==> config.mk <==
export PLATFORM = sky130hd
export DESIGN_NAME = uas_uart
export DESIGN_NICKNAME = d
export VERILOG_FILES = /design/src/uas_pkg.sv /design/src/uas_uart.sv
export VERILOG_INCLUDE_DIRS = /design/src
export SDC_FILE = /design/constraint.sdc
export NUM_CORES = 1
export LEC_CHECK = 0
export BUFFER_PORTS_ARGS = -buffer_cell sky130_fd_sc_hd__buf_2
export CORE_UTILIZATION = 61
export CTS_CLUSTER_SIZE = 25
export DETAILED_ROUTE_END_ITERATION = 8
export GPL_TIMING_DRIVEN = 0
export PLACE_DENSITY = 0.95
export RECOVER_POWER = 100
export SLEW_MARGIN = 40
export SYNTH_ARGS = -nofsm -noshare
export SYNTH_HDL_FRONTEND = slang
export SYNTH_SLANG_ARGS = --single-unit
==> constraint.sdc <==
create_clock -name mclk -period 6.8 [get_ports mclk]
set_input_delay 1.02 -clock mclk [delete_from_list [all_inputs] [get_ports mclk]]
set_output_delay 1.02 -clock mclk [all_outputs]
set_load 0.05 [all_outputs]
==> src/uas_defines.svh <==
// Purpose: Register indexes, field positions, reset values and bit timing of the serial channel.
// Assumes: Byte address of a register is four times its index.
// Notes:   Definitions only; included by the package user.
`ifndef UAS_DEFINES_SVH
`define UAS_DEFINES_SVH

// Register indexes; the byte address is the index times four.
`define UAS_IDX_MODE      8'h70
`define UAS_IDX_STATUS    8'h71
`define UAS_IDX_SYNC      8'h72
`define UAS_IDX_BAUD      8'h73
`define UAS_IDX_TXSHIFT   8'h74
`define UAS_IDX_RXBUF     8'h75

// Reset values.
`define UAS_RST_MODE      8'h00
`define UAS_RST_BAUD      4'h0
`define UAS_RST_TXSHIFT   8'hff
`define UAS_RST_RXBUF     8'h00

// Parity field encodings of the mode register.
`define UAS_PAR_NONE      2'h0
`define UAS_PAR_ZERO      2'h1
`define UAS_PAR_ODD       2'h2
`define UAS_PAR_EVEN      2'h3

// Baud source select value that picks the external baud clock pin.
`define UAS_BAUD_EXT      4'h8
// Internal divider exponent is select plus this offset.
`define UAS_DIV_OFFSET    4'h2

// Sub-bit ticks: eight per bit, resample after four.
`define UAS_TICK_LAST     3'h7
`define UAS_TICK_HALF     3'h3

// Last data bit index for 7-bit and 8-bit characters.
`define UAS_LAST_BIT7     3'h6
`define UAS_LAST_BIT8     3'h7

// First-bit-order bit position in the sync mode register.
`define UAS_SYNC_DIR_BIT  2

`endif

==> src/uas_pkg.sv <==
// Purpose: Types shared by the serial channel.
// Assumes: Constants live in uas_defines.svh.
// Notes:   Field order of the mode type matches the mode register bits 7 to 0.
package uas_pkg;

    // Frame phase, used by both transmitter and receiver.
    typedef enum logic [2:0] {
        UAS_IDLE,
        UAS_START,
        UAS_DATA,
        UAS_PARITY,
        UAS_STOP,
        UAS_DONE
    } uas_phase_type;

    // Mode register layout.
    typedef struct packed {
        logic       txEnable;
        logic       rxEnable;
        logic [1:0] parity;
        logic       charLen8;
        logic       stopTwo;
        logic [1:0] reserved;
    } uas_mode_type;

    // Receive error flags, bits 2 to 0 of the status register.
    typedef struct packed {
        logic parityErr;
        logic frameErr;
        logic overrun;
    } uas_error_type;

endpackage

==> src/uas_uart.sv <==
// Purpose: Asynchronous serial transmitter and receiver with Avalon-MM registers.
// Assumes: All inputs synchronous to mclk; one register per aligned 32-bit word.
// Notes:   Rules follow.
// Contract
// - External source: bit rate is the external baud pin frequency over 16.
// - Frame: start, 7 or 8 data, optional parity, one or two stops.
// - 7-bit mode ignores transmit bit 7, receive bit 7 reads zero.
// - Even parity: ones count even on send; odd count flags error.
// - Odd parity: ones count odd on send; even count flags error.
// - Zero parity: send 0, never check, never flag error.
// - No parity: no parity bit sent or expected, no error.
// - Writing the transmit shift register starts a frame with framing bits added.
// - Transmit-done event when the shift register has emptied.
// - Receive input sampled only while receive enable is set, on chosen clock.
// - Low input starts half-bit count, resample; still low means start bit.
// - Frame ends after data, parity if any, and one checked stop bit.
// - Frame end copies data to buffer and signals receive-done, errors too.
// - Clearing receive enable halts at once; buffer, status, event untouched.
// - Status reads 04h parity, 02h framing, 01h overrun.
// - Buffer read clears errors; next frame also clears then sets its own.
// - Late receive disable: keep old data, update silently, or update and signal.
// - Source select 1000 picks the external baud pin.
// - Internal rate is mclk over two to the n plus one, times 8; the divider uses two to the n plus two, times 8.
`timescale 1ns/1ps

module uas_uart
    import uas_pkg::*;
(
    input  wire logic        mclk,
    input  wire logic        rst,
    input  wire logic [9:0]  address,
    input  wire logic        read,
    input  wire logic        write,
    input  wire logic [31:0] writedata,
    input  wire logic [3:0]  byteenable,
    output logic      [31:0] readdata,
    output logic             waitrequest,
    input  wire logic        extBaudClockPin,
    input  wire logic        serialRxInput,
    output logic             serialTxOutput,
    output logic             txDoneIrq,
    output logic             rxDoneIrq
);
`include "uas_defines.svh"
    ////////////////////////////////////////////////////////////////////////////
    // Register bus slave.
    logic          busWait_reg;
    logic [31:0]   readData_reg;
    logic [31:0]   readValue;
    logic [7:0]    regIndex;
    logic          busDone;
    logic          wrStrobe;
    logic          rxRead;
    logic          txLoad;
    uas_mode_type  uartMode_reg;
    logic [3:0]    baudSelect_reg;
    logic          firstBitOrder_reg;
    logic [7:0]    txShift_reg;
    logic [7:0]    rxBuffer_reg;
    uas_error_type rxErrorStatus_reg;
    uas_phase_type txPhase_reg;
    assign regIndex    = address[9:2];
    assign busDone     = (read | write) & ~busWait_reg;
    assign wrStrobe    = write & ~busWait_reg & byteenable[0];
    assign rxRead      = read & ~busWait_reg & (regIndex == `UAS_IDX_RXBUF);
    assign txLoad      = wrStrobe & (regIndex == `UAS_IDX_TXSHIFT);
    assign readdata    = readData_reg;
    assign waitrequest = busWait_reg;
    // One wait cycle per access; the write acts when waitrequest is seen low.
    always_ff @(posedge mclk) begin
        if (rst) begin
            busWait_reg <= 1'b1;
        end else begin
            busWait_reg <= ~((read | write) & busWait_reg);
        end
    end
    // Read data is latched while waitrequest is high and held for one cycle.
    always_ff @(posedge mclk) begin
        if (rst) begin
            readData_reg <= 32'h0;
        end else if ((read & busWait_reg) == 1'b1) begin
            readData_reg <= readValue;
        end else if (busDone) begin
            readData_reg <= 32'h0;
        end
    end
    // Read decode; unmapped words read as zero.
    always_comb begin
        readValue = 32'h0;
        if (regIndex == `UAS_IDX_MODE) begin
            readValue[7:0] = uartMode_reg;
        end else if (regIndex == `UAS_IDX_STATUS) begin
            readValue[2:0] = rxErrorStatus_reg;
        end else if (regIndex == `UAS_IDX_SYNC) begin
            readValue[`UAS_SYNC_DIR_BIT] = firstBitOrder_reg;
        end else if (regIndex == `UAS_IDX_BAUD) begin
            readValue[7:4] = baudSelect_reg;
        end else if (regIndex == `UAS_IDX_TXSHIFT) begin
            readValue[7:0] = txShift_reg;
        end else if (regIndex == `UAS_IDX_RXBUF) begin
            readValue[7:0] = rxBuffer_reg;
        end
    end
    // Configuration registers; reserved mode bits always hold zero.
    always_ff @(posedge mclk) begin
        if (rst) begin
            uartMode_reg      <= uas_mode_type'(`UAS_RST_MODE);
            baudSelect_reg    <= `UAS_RST_BAUD;
            firstBitOrder_reg <= 1'b0;
        end else if (wrStrobe) begin
            if (regIndex == `UAS_IDX_MODE) begin
                uartMode_reg <= uas_mode_type'({writedata[7:2], 2'h0});
            end else if (regIndex == `UAS_IDX_BAUD) begin
                baudSelect_reg <= writedata[7:4];
            end else if (regIndex == `UAS_IDX_SYNC) begin
                firstBitOrder_reg <= writedata[`UAS_SYNC_DIR_BIT];
            end
        end
    end
    ////////////////////////////////////////////////////////////////////////////
    // Sub-bit tick generation, eight ticks per bit.
    logic [9:0] divCount_reg;
    logic [9:0] divMask;
    logic       extPrev_reg;
    logic       extHalf_reg;
    logic       extRise;
    logic       extSelect;
    logic       subTick;
    assign extSelect = (baudSelect_reg == `UAS_BAUD_EXT);
    assign divMask   = ~(10'h3ff << ({1'b0, baudSelect_reg[2:0]} + `UAS_DIV_OFFSET));
    assign extRise   = extBaudClockPin & ~extPrev_reg;
    // Every second rising pin edge is a tick, so a bit is sixteen pin periods.
    assign subTick   = extSelect ? (extRise & extHalf_reg)
                                 : ((divCount_reg & divMask) == divMask);
    // Free-running divider; writing the select mid-frame disturbs timing.
    always_ff @(posedge mclk) begin
        if (rst) begin
            divCount_reg <= 10'h0;
        end else begin
            divCount_reg <= divCount_reg + 10'h1;
        end
    end
    // Edge detector and halver on the external baud pin.
    always_ff @(posedge mclk) begin
        if (rst) begin
            extPrev_reg <= 1'b0;
            extHalf_reg <= 1'b0;
        end else begin
            extPrev_reg <= extBaudClockPin;
            extHalf_reg <= extHalf_reg ^ extRise;
        end
    end
    ////////////////////////////////////////////////////////////////////////////
    // Transmitter.
    logic [7:0] txData;
    logic [7:0] txBits_reg;
    logic [2:0] txTick_reg;
    logic [2:0] txIndex_reg;
    logic [2:0] txLastBit;
    logic       txParity_reg;
    logic       txSecondStop_reg;
    logic       txOut_reg;
    logic       txDone_reg;
    logic       txBitEnd;
    assign txData         = uartMode_reg.charLen8 ? writedata[7:0]
                                                  : {1'b0, writedata[6:0]};
    assign txLastBit      = uartMode_reg.charLen8 ? `UAS_LAST_BIT8 : `UAS_LAST_BIT7;
    assign txBitEnd       = subTick && txTick_reg == `UAS_TICK_LAST;
    assign serialTxOutput = txOut_reg;
    assign txDoneIrq      = txDone_reg;
    // Shift register is loaded only when idle so a frame in flight is not corrupted.
    always_ff @(posedge mclk) begin
        if (rst) begin
            txShift_reg <= `UAS_RST_TXSHIFT;
        end else if (txLoad && txPhase_reg == UAS_IDLE) begin
            txShift_reg <= txData;
        end
    end
    // Frame sequencer; clearing transmit enable aborts to idle with the line high.
    always_ff @(posedge mclk) begin
        if (rst) begin
            txPhase_reg      <= UAS_IDLE;
            txTick_reg       <= 3'h0;
            txIndex_reg      <= 3'h0;
            txBits_reg       <= 8'h0;
            txParity_reg     <= 1'b0;
            txSecondStop_reg <= 1'b0;
            txOut_reg        <= 1'b1;
            txDone_reg       <= 1'b0;
        end else if (!uartMode_reg.txEnable) begin
            txPhase_reg <= UAS_IDLE;
            txOut_reg   <= 1'b1;
            txDone_reg  <= 1'b0;
        end else begin
            txDone_reg <= 1'b0;
            txTick_reg <= txTick_reg + {2'h0, subTick};
            case (txPhase_reg)
                UAS_IDLE: begin
                    if (txLoad) begin
                        txPhase_reg <= UAS_START;
                        txBits_reg  <= txData;
                        txTick_reg  <= 3'h0;
                        txOut_reg   <= 1'b0;
                        txSecondStop_reg <= uartMode_reg.stopTwo;
                        case (uartMode_reg.parity)
                            `UAS_PAR_EVEN: txParity_reg <= ^txData;
                            `UAS_PAR_ODD:  txParity_reg <= ~^txData;
                            default:       txParity_reg <= 1'b0;
                        endcase
                    end
                end
                UAS_START: begin
                    if (txBitEnd) begin
                        txPhase_reg <= UAS_DATA;
                        txIndex_reg <= 3'h0;
                        txOut_reg   <= txBits_reg[0];
                    end
                end
                UAS_DATA: begin
                    if (txBitEnd) begin
                        txBits_reg  <= {1'b0, txBits_reg[7:1]};
                        txIndex_reg <= txIndex_reg + 3'h1;
                        if (txIndex_reg != txLastBit) begin
                            txOut_reg <= txBits_reg[1];
                        end else if (uartMode_reg.parity != `UAS_PAR_NONE) begin
                            txPhase_reg <= UAS_PARITY;
                            txOut_reg   <= txParity_reg;
                        end else begin
                            txPhase_reg <= UAS_STOP;
                            txOut_reg   <= 1'b1;
                        end
                    end
                end
                UAS_PARITY: begin
                    if (txBitEnd) begin
                        txPhase_reg <= UAS_STOP;
                        txOut_reg   <= 1'b1;
                    end
                end
                UAS_STOP: begin
                    if (txBitEnd) begin
                        if (txSecondStop_reg) begin
                            txSecondStop_reg <= 1'b0;
                        end else begin
                            txPhase_reg <= UAS_IDLE;
                            txDone_reg  <= 1'b1;
                        end
                    end
                end
                default: begin
                    txPhase_reg <= UAS_IDLE;
                end
            endcase
        end
    end

    ////////////////////////////////////////////////////////////////////////////
    // Receiver.
    uas_phase_type rxPhase_reg;
    logic [7:0]    rxShift_reg;
    logic [7:0]    rxData;
    logic [2:0]    rxTick_reg;
    logic [2:0]    rxIndex_reg;
    logic          rxParityBit_reg;
    logic          rxParityBad;
    logic          rxCapture;
    logic          rxUnread_reg;
    logic          rxDone_reg;
    logic          rxBitEnd;
    assign rxData    = uartMode_reg.charLen8 ? rxShift_reg
                                             : {1'b0, rxShift_reg[7:1]};
    assign rxBitEnd  = subTick && rxTick_reg == `UAS_TICK_LAST;
    assign rxCapture = uartMode_reg.rxEnable && rxPhase_reg == UAS_STOP && rxBitEnd;
    assign rxDoneIrq = rxDone_reg;
    // Parity check; zero and no-parity modes never flag.
    always_comb begin
        case (uartMode_reg.parity)
            `UAS_PAR_EVEN: rxParityBad = ^{rxData, rxParityBit_reg};
            `UAS_PAR_ODD:  rxParityBad = ~^{rxData, rxParityBit_reg};
            default:       rxParityBad = 1'b0;
        endcase
    end
    // Frame sequencer; clearing receive enable drops straight back to idle.
    always_ff @(posedge mclk) begin
        if (rst) begin
            rxPhase_reg     <= UAS_IDLE;
            rxShift_reg     <= 8'h0;
            rxTick_reg      <= 3'h0;
            rxIndex_reg     <= 3'h0;
            rxParityBit_reg <= 1'b0;
        end else if (!uartMode_reg.rxEnable) begin
            rxPhase_reg <= UAS_IDLE;
        end else begin
            rxTick_reg <= rxTick_reg + {2'h0, subTick};
            case (rxPhase_reg)
                UAS_IDLE: begin
                    if (subTick && !serialRxInput) begin
                        rxPhase_reg <= UAS_START;
                        rxTick_reg  <= 3'h0;
                    end
                end
                UAS_START: begin
                    if (subTick && rxTick_reg == `UAS_TICK_HALF) begin
                        rxTick_reg  <= 3'h0;
                        rxIndex_reg <= 3'h0;
                        rxPhase_reg <= serialRxInput ? UAS_IDLE : UAS_DATA;
                    end
                end
                UAS_DATA: begin
                    if (rxBitEnd) begin
                        rxShift_reg <= {serialRxInput, rxShift_reg[7:1]};
                        rxIndex_reg <= rxIndex_reg + 3'h1;
                        if (rxIndex_reg == txLastBit) begin
                            rxPhase_reg <= (uartMode_reg.parity == `UAS_PAR_NONE)
                                           ? UAS_STOP : UAS_PARITY;
                        end
                    end
                end
                UAS_PARITY: begin
                    if (rxBitEnd) begin
                        rxParityBit_reg <= serialRxInput;
                        rxPhase_reg     <= UAS_STOP;
                    end
                end
                UAS_STOP: begin
                    if (rxBitEnd) begin
                        rxPhase_reg <= UAS_DONE;
                    end
                end
                default: begin
                    rxPhase_reg <= UAS_IDLE;
                end
            endcase
        end
    end
    // Receive-done pulse one cycle after the buffer update, if still enabled.
    always_ff @(posedge mclk) begin
        if (rst) begin
            rxDone_reg <= 1'b0;
        end else begin
            rxDone_reg <= uartMode_reg.rxEnable && rxPhase_reg == UAS_DONE;
        end
    end
    // Buffer and error status; a completing frame wins over a same-cycle read.
    always_ff @(posedge mclk) begin
        if (rst) begin
            rxBuffer_reg      <= `UAS_RST_RXBUF;
            rxErrorStatus_reg <= '0;
            rxUnread_reg      <= 1'b0;
        end else if (rxCapture) begin
            rxBuffer_reg                <= rxData;
            rxErrorStatus_reg.parityErr <= rxParityBad;
            rxErrorStatus_reg.frameErr  <= ~serialRxInput;
            rxErrorStatus_reg.overrun   <= rxUnread_reg & ~rxRead;
            rxUnread_reg                <= 1'b1;
        end else if (rxRead) begin
            rxErrorStatus_reg <= '0;
            rxUnread_reg      <= 1'b0;
        end
    end
endmodule

---- Yosys cells after proc, flatten, opt, wreduce, memory -nomap -nowiden ----
Cells that the tools add are included.
storage, ports and cells
  register bits after elaboration ......... 92
  memories kept ........................... 0
  bits in latches ......................... 0
  output and inout port bits .............. 36
  bits in read-only memories .............. 0
  RAM bits ................................ 0
  word-level logic and storage cells ...... 207
operators by class
  div/mod/pow operators ................... 0
  bitwise gates (word level) .............. 26
  multipliers ............................. 0
  $lt $le $gt $ge ......................... 0
  shifts and indexed selects .............. 1
  add/sub/neg operators ................... 6
  eq/ne operators ......................... 37
  muxes and demuxes ....................... 65
  reduce and logical (&&, ||, !) cells .... 40
operators with widths
  cell                     count
  $mux W3                  26
  $mux W8                  9
  $eq A8 B7 Y1 const B     6
  $pmux W3 S5              2
  $ne A2 B2 Y1 const B     13
  $reduce_and A4 Y1        5
  $pmux W3 S2              3
  $pmux W8 S2              1
  $eq A3 B2 Y1 const B     5
  $eq A3 B3 Y1 const B     5
  $mux W1                  14
  $reduce_bool A2 Y1       7
  $reduce_and A3 Y1        4
  $and A1 B1 Y1            11
  $not A1 Y1               11
  $add A10 B1 Y10 const B  1
  $and A10 B10 Y10         1
  $eq A10 B10 Y1           1
  $mux W5                  2
  $not A10 Y10             1
  $shl A10 B4 Y10 const A  1
  $reduce_xnor A9 Y1       1
  $reduce_xor A9 Y1        1
  $logic_and A1 B1 Y1      8
  26 further kinds         36

---- Depth between registers and ports, before layout ----
  depth in word-level cells ............... 9
  mapped depth ............................ 14
  mapped depth without buffers ............ 13

---- Worst setup path before layout ----
Ideal clock, no wire load.
  path type ............................... input -> register
  start ................................... input port extBaudClockPin
  end ..................................... register rxTick_reg[2]
  arrival ................................. 2.589 ns
  path slack .............................. 4.120 ns
  stages .................................. 11
  required time ........................... 6.709 ns
  buffers on the path ..................... 1
  cells stage by stage .................... nor2b_1 -> ha_1 -> and2_1 -> buf_2 -> nor2_1 -> inv_2 -> ha_1 -> ha_1 -> nand2_1 -> xnor2_1 -> a311oi_1
between the ends
  word-level cells in the longest chain between the ends .. 6
RTL lines
  element                                      RTL line                          RTL
  from (decl)                                  uas_uart.sv:38                    input wire logic extBaudClockPin,
  $and A1 B1 Y1 (*)                            uas_uart.sv:131                   assign extRise = extBaudClockPin & ~extPrev_reg;
  $and A1 B1 Y1 (*)                            uas_uart.sv:133                   assign subTick = extSelect ? (extRise & extHalf_reg)
  $mux W1 (*)                                  uas_uart.sv:133
  $add A3 B1 Y3, or another cell as far along  uas_uart.sv:294                   rxTick_reg <= rxTick_reg + {2'h0, subTick};
  $mux W3 (on tied branches)                   uas_uart.sv:303, uas_uart.sv:297
  $pmux W3 S2 (*)                              uas_uart.sv:295                   case (rxPhase_reg)
  to (signal assigned)                         uas_uart.sv:294
  to (decl)                                    uas_uart.sv:262                   logic [2:0] rxTick_reg;
Every way passes the cells marked *; elsewhere a longest branch is shown, timed or not.
A chain may end at the register's enable or synchronous reset.

---- Worst setup path after layout ----
  start ................................... register baudSelect_reg[1]
  end ..................................... register rxShift_reg[7]
between the ends
  word-level cells in the longest chain between the ends .. 8
RTL lines
  element                            RTL line         RTL
  from (decl)                        uas_uart.sv:56   logic [3:0] baudSelect_reg;
  from (signal assigned)             uas_uart.sv:108  baudSelect_reg <= `UAS_RST_BAUD;
  from (signal assigned)             uas_uart.sv:114  baudSelect_reg <= writedata[7:4];
  $add A3 B2 Y4 (no line)            -
  $shl A10 B4 Y10                    uas_uart.sv:130  assign divMask = ~(10'h3ff << ({1'b0, baudSelect_reg[2:0]} + `UAS_DIV_OFFSET));
  $not A10 Y10                       uas_uart.sv:130
  $and A10 B10 Y10                   uas_uart.sv:134  : ((divCount_reg & divMask) == divMask);
  $eq A10 B10 Y1                     uas_uart.sv:134
  $mux W1 (*)                        uas_uart.sv:133
  $logic_and A1 B1 Y1 (no line) (*)  -
  $reduce_and A3 Y1 (no line) (*)    -
  to (signal assigned)               uas_uart.sv:311  rxShift_reg <= {serialRxInput, rxShift_reg[7:1]};
  to (decl)                          uas_uart.sv:260  logic [7:0] rxShift_reg;
Marks and branches as above.

==> key figures <==
Drt
  • M1 wire length: 5190 µm
  • Routed Wire Length: 13,400 µm
  • Metal3 WL: 1280 µm
  • DRC violations left: 0
  • Detailed-router iteration count before antenna repair: 8
  • Routed len/inst: 17.3 µm
  • Routed Antenna Nets: 0
  • Metal2 WL: 6230 µm
  • Top layer in use: met4
  • Via count: 4,780
  • 1st-iter DRT viols: 597
  • Via density: 6.20

Synthesis
  • Post-synth EDFFs: 0
  • Post-Synthesis Cells: 598
  • Synth warnings: 0
  • Syn Area/Cell: 8.37 µm²
  • Most common cell in the netlist: dfxtp_1
  • Sequential share of the synthesized area: 36.8%
  • Adder-Cell Fraction of Synth Area: 3.25%
  • Largest family of logic cells by synthesized area: simple AND/OR/NAND/NOR gates
  • Complex-gate fraction of the synthesized area: 17.9%
  • Mapped cell area: 5010 µm²
  • Post-synth top flop: dfxtp_1
  • Async SR Flop Fraction: 0%
  • Most frequent cells after synthesis: dfxtp_1 (92), nand2_1 (59), nor2_1 (53)
  • Synthesized flop and latch total: 92
  • Post-synth cell types: 65
  • Post-synth top area share: 36.8%
  • Synth Area in Simple Gates: 21.6%
  • Synth area leaders: dfxtp_1 (37%), mux2i_1 (5.2%), a21oi_1 (4.6%), nand2_1 (4.4%), nand3_1 (4.1%)
  • Post-synthesis xor/xnor area fraction: 4.65%
  • Biggest area consumer among synthesized cells: dfxtp_1
  • Mux cell area share after synthesis: 8.35%

Worst setup path
  • Critical path required time: 7.04 ns
  • Worst path cell trace: inv_1 -> ha_1 -> or3b_1 -> a211oi_1 -> o2111a_1 -> clkbuf_1 -> o2111a_1 -> clkbuf_1 -> mux2i_1 -> nor2_1
  • Crit path kind: reg -> reg
  • Reg2Reg Depth: 10
  • CP Capture Type: register
  • Worst path arrival time: 3.80 ns
  • Worst path max stage delay: 0.52 ns
  • Critical Path Stages: 10
  • CP bufs+invs: 3
  • CP max FO: 10
  • Crit path max-delay family: buffers and inverters
  • R2R Path Start: baudSelect_reg[1]
  • Worst reg2reg setup slack: 3.23 ns
  • CP Launch Point: baudSelect_reg[1]
  • Crit path to: rxShift_reg[7]
  • Critical path's slowest cell: dfxtp_1
  • Worst setup SP type: register
  • Critical R2R Capture: rxShift_reg[7]

Layout
  • Area growth syn-to-layout: 11.0%
  • Share of cells above drive strength 1: 11.5%
  • Max reg flops: 10
  • Final core occ: 70.9%
  • Fin nets: 729
  • Antenna cells: 0
  • Fill cell count: 601

STA
  • Worst rel slew slack: 45.7%
  • Max-slew violation count: 0
  • Fin crit period: 3.57 ns
  • Hold slack: 0.468 ns
  • Fin Setup TNS: 0 ns
  • Achievable Freq: 280 MHz
  • RSZ-0062 raised after global routing: no
  • Crit share post-route: 52.5%
  • Final hold vios: 0
  • # setup viols final: 0
  • Worst clock skew: 0.0103 ns
  • Worst-Margin Slew: 0.812 ns

Power
  • PwrDens: 190 nW/µm²
  • LEAKAGE: 2.18 nW
  • Peak supply drop: 0.122 mV

Clock network
  • CTS tree: done
  • CTS Buf Count: 9
  • Htree depth: 3
  • Clock root buffer: clkbuf_8
  • Post-CTS Resized: 0
  • CTS sink count: 92
  • Clock slew at reported path FFs: 0.09 ns
  • Maximum root-to-sink buffer count: 2
  • Skew-Pair Late Insertion Delay: 0.37 ns
  • Buffer count from post-CTS setup fixing: 0
  • Hold-fix buffer count after cts: 0

Die
  • DIE HEIGHT: 92.6 µm
  • Rows: 32
  • Boundary pin count: 88
  • Die X: 92.6 µm
  • Full die area: 8570 µm²
  • Initial core utilization: 63.8%
  • Core area: 7850 µm²

Global routing
  • Total track usage: 32.2%
  • Antenna violations before repair: 0
  • Pin count of the biggest net entering global routing: 16
  • First-pass GRT wire length: 21,600 µm
  • Gr ovfl total: 0
  • Number of global-route vias before repair: 4,445

Status
  • Outcome: finished, final reports clean

Flow run
  • Max-Cap Viols: 0

Placed design
  • GPL Wtd Cong: 0.963
  • IO Port Bufs: 32
  • Final HPWL DP: 9640 µm

Hold path
  • Hold Path Class: reg -> reg
[per-stage QoR]
stage / cells / worst slack, ns / power, mW / instance area [µm²]
after CTS: 771 / 3.68 / 1.06 / 5610
final: 771 / 3.23 / 1.06 / 5560
after global placement: 755 / 3.64 / 0.652 / 5380
after global routing: 771 / 2.95 / 1.09 / 5560
after floorplan: 621 / 4.12 / 0.631 / 5090
after detailed placement: 755 / 3.57 / 0.654 / 5380
[cells by family after synthesis]
kind of cell | after synthesis
compound gates | 134
simple gates | 222
xor+xnor | 25
buf+inv | 71
fa+ha+maj | 13
mux | 40
flops | 92
other cells | 1
[worst reg2reg max path, stage by stage, from the launching register on]
cell,delay [ns]
dfxtp_1,0.52
inv_1,0.14
ha_1,0.34
or3b_1,0.37
a211oi_1,0.36
o2111a_1,0.26
clkbuf_1,0.38
o2111a_1,0.26
clkbuf_1,0.48
mux2i_1,0.26
nor2_1,0.06
[metal layers]
layer / up-vias / global-route usage (%)
met5: - / 0
met2: 300 / 52.8
met3: 78 / 6.57
met4: 0 / 17.4
li1: 2206 / -
met1: 2196 / 39.6
[worst min path at each step]
| stage | from | to | depth (start not counted) |
|---|---|---|---|
| floorplan | txSecondStop_reg | txDoneIrq | 1 |
| global placement | rxUnread_reg | rxUnread_reg | 2 |
| detailed placement | txShift_reg[1] | txShift_reg[1] | 2 |
| CTS | readdata[0] | readdata[0] | 2 |
| global route | rxUnread_reg | rxUnread_reg | 2 |
| finish | readdata[0] | readdata[0] | 2 |
[placed cells by master (no fill, tap or decap), drive strengths merged, types with 12 or more instances in the layout]
| master | count |
|---|---|
| mux2i | 26 |
| nor2 | 53 |
| ha | 13 |
| nand3 | 41 |
| conb | 24 |
| nand2 | 59 |
| xnor2 | 17 |
| clkbuf | 56 |
| o21ai | 24 |
| dfxtp | 92 |
| buf | 46 |
| a21oi | 47 |
| mux2 | 14 |
| inv | 12 |
[layout make-up]
class,instances,area [µm²],share of cell area [%]
Buffer,60,317,5.69
Clock buffer,10,138,2.48
Clock inverter,6,86.3,1.55
Inverter,11,41.3,0.743
Multi-Input combinational cell,458,2860,51.5
Sequential cell,92,1840,33.1
Tap cell,102,128,2.30
Timing Repair Buffer,32,145,2.61
[power breakdown]
part / internal [mW] / switching [mW] / leakage (nW)
sequential: 0.541 / 0.00281 / 0.742
clock: 0.217 / 0.196 / 0.113
combinational: 0.0308 / 0.0690 / 1.33
No activity file was read; power rests on OpenSTA's default activity.
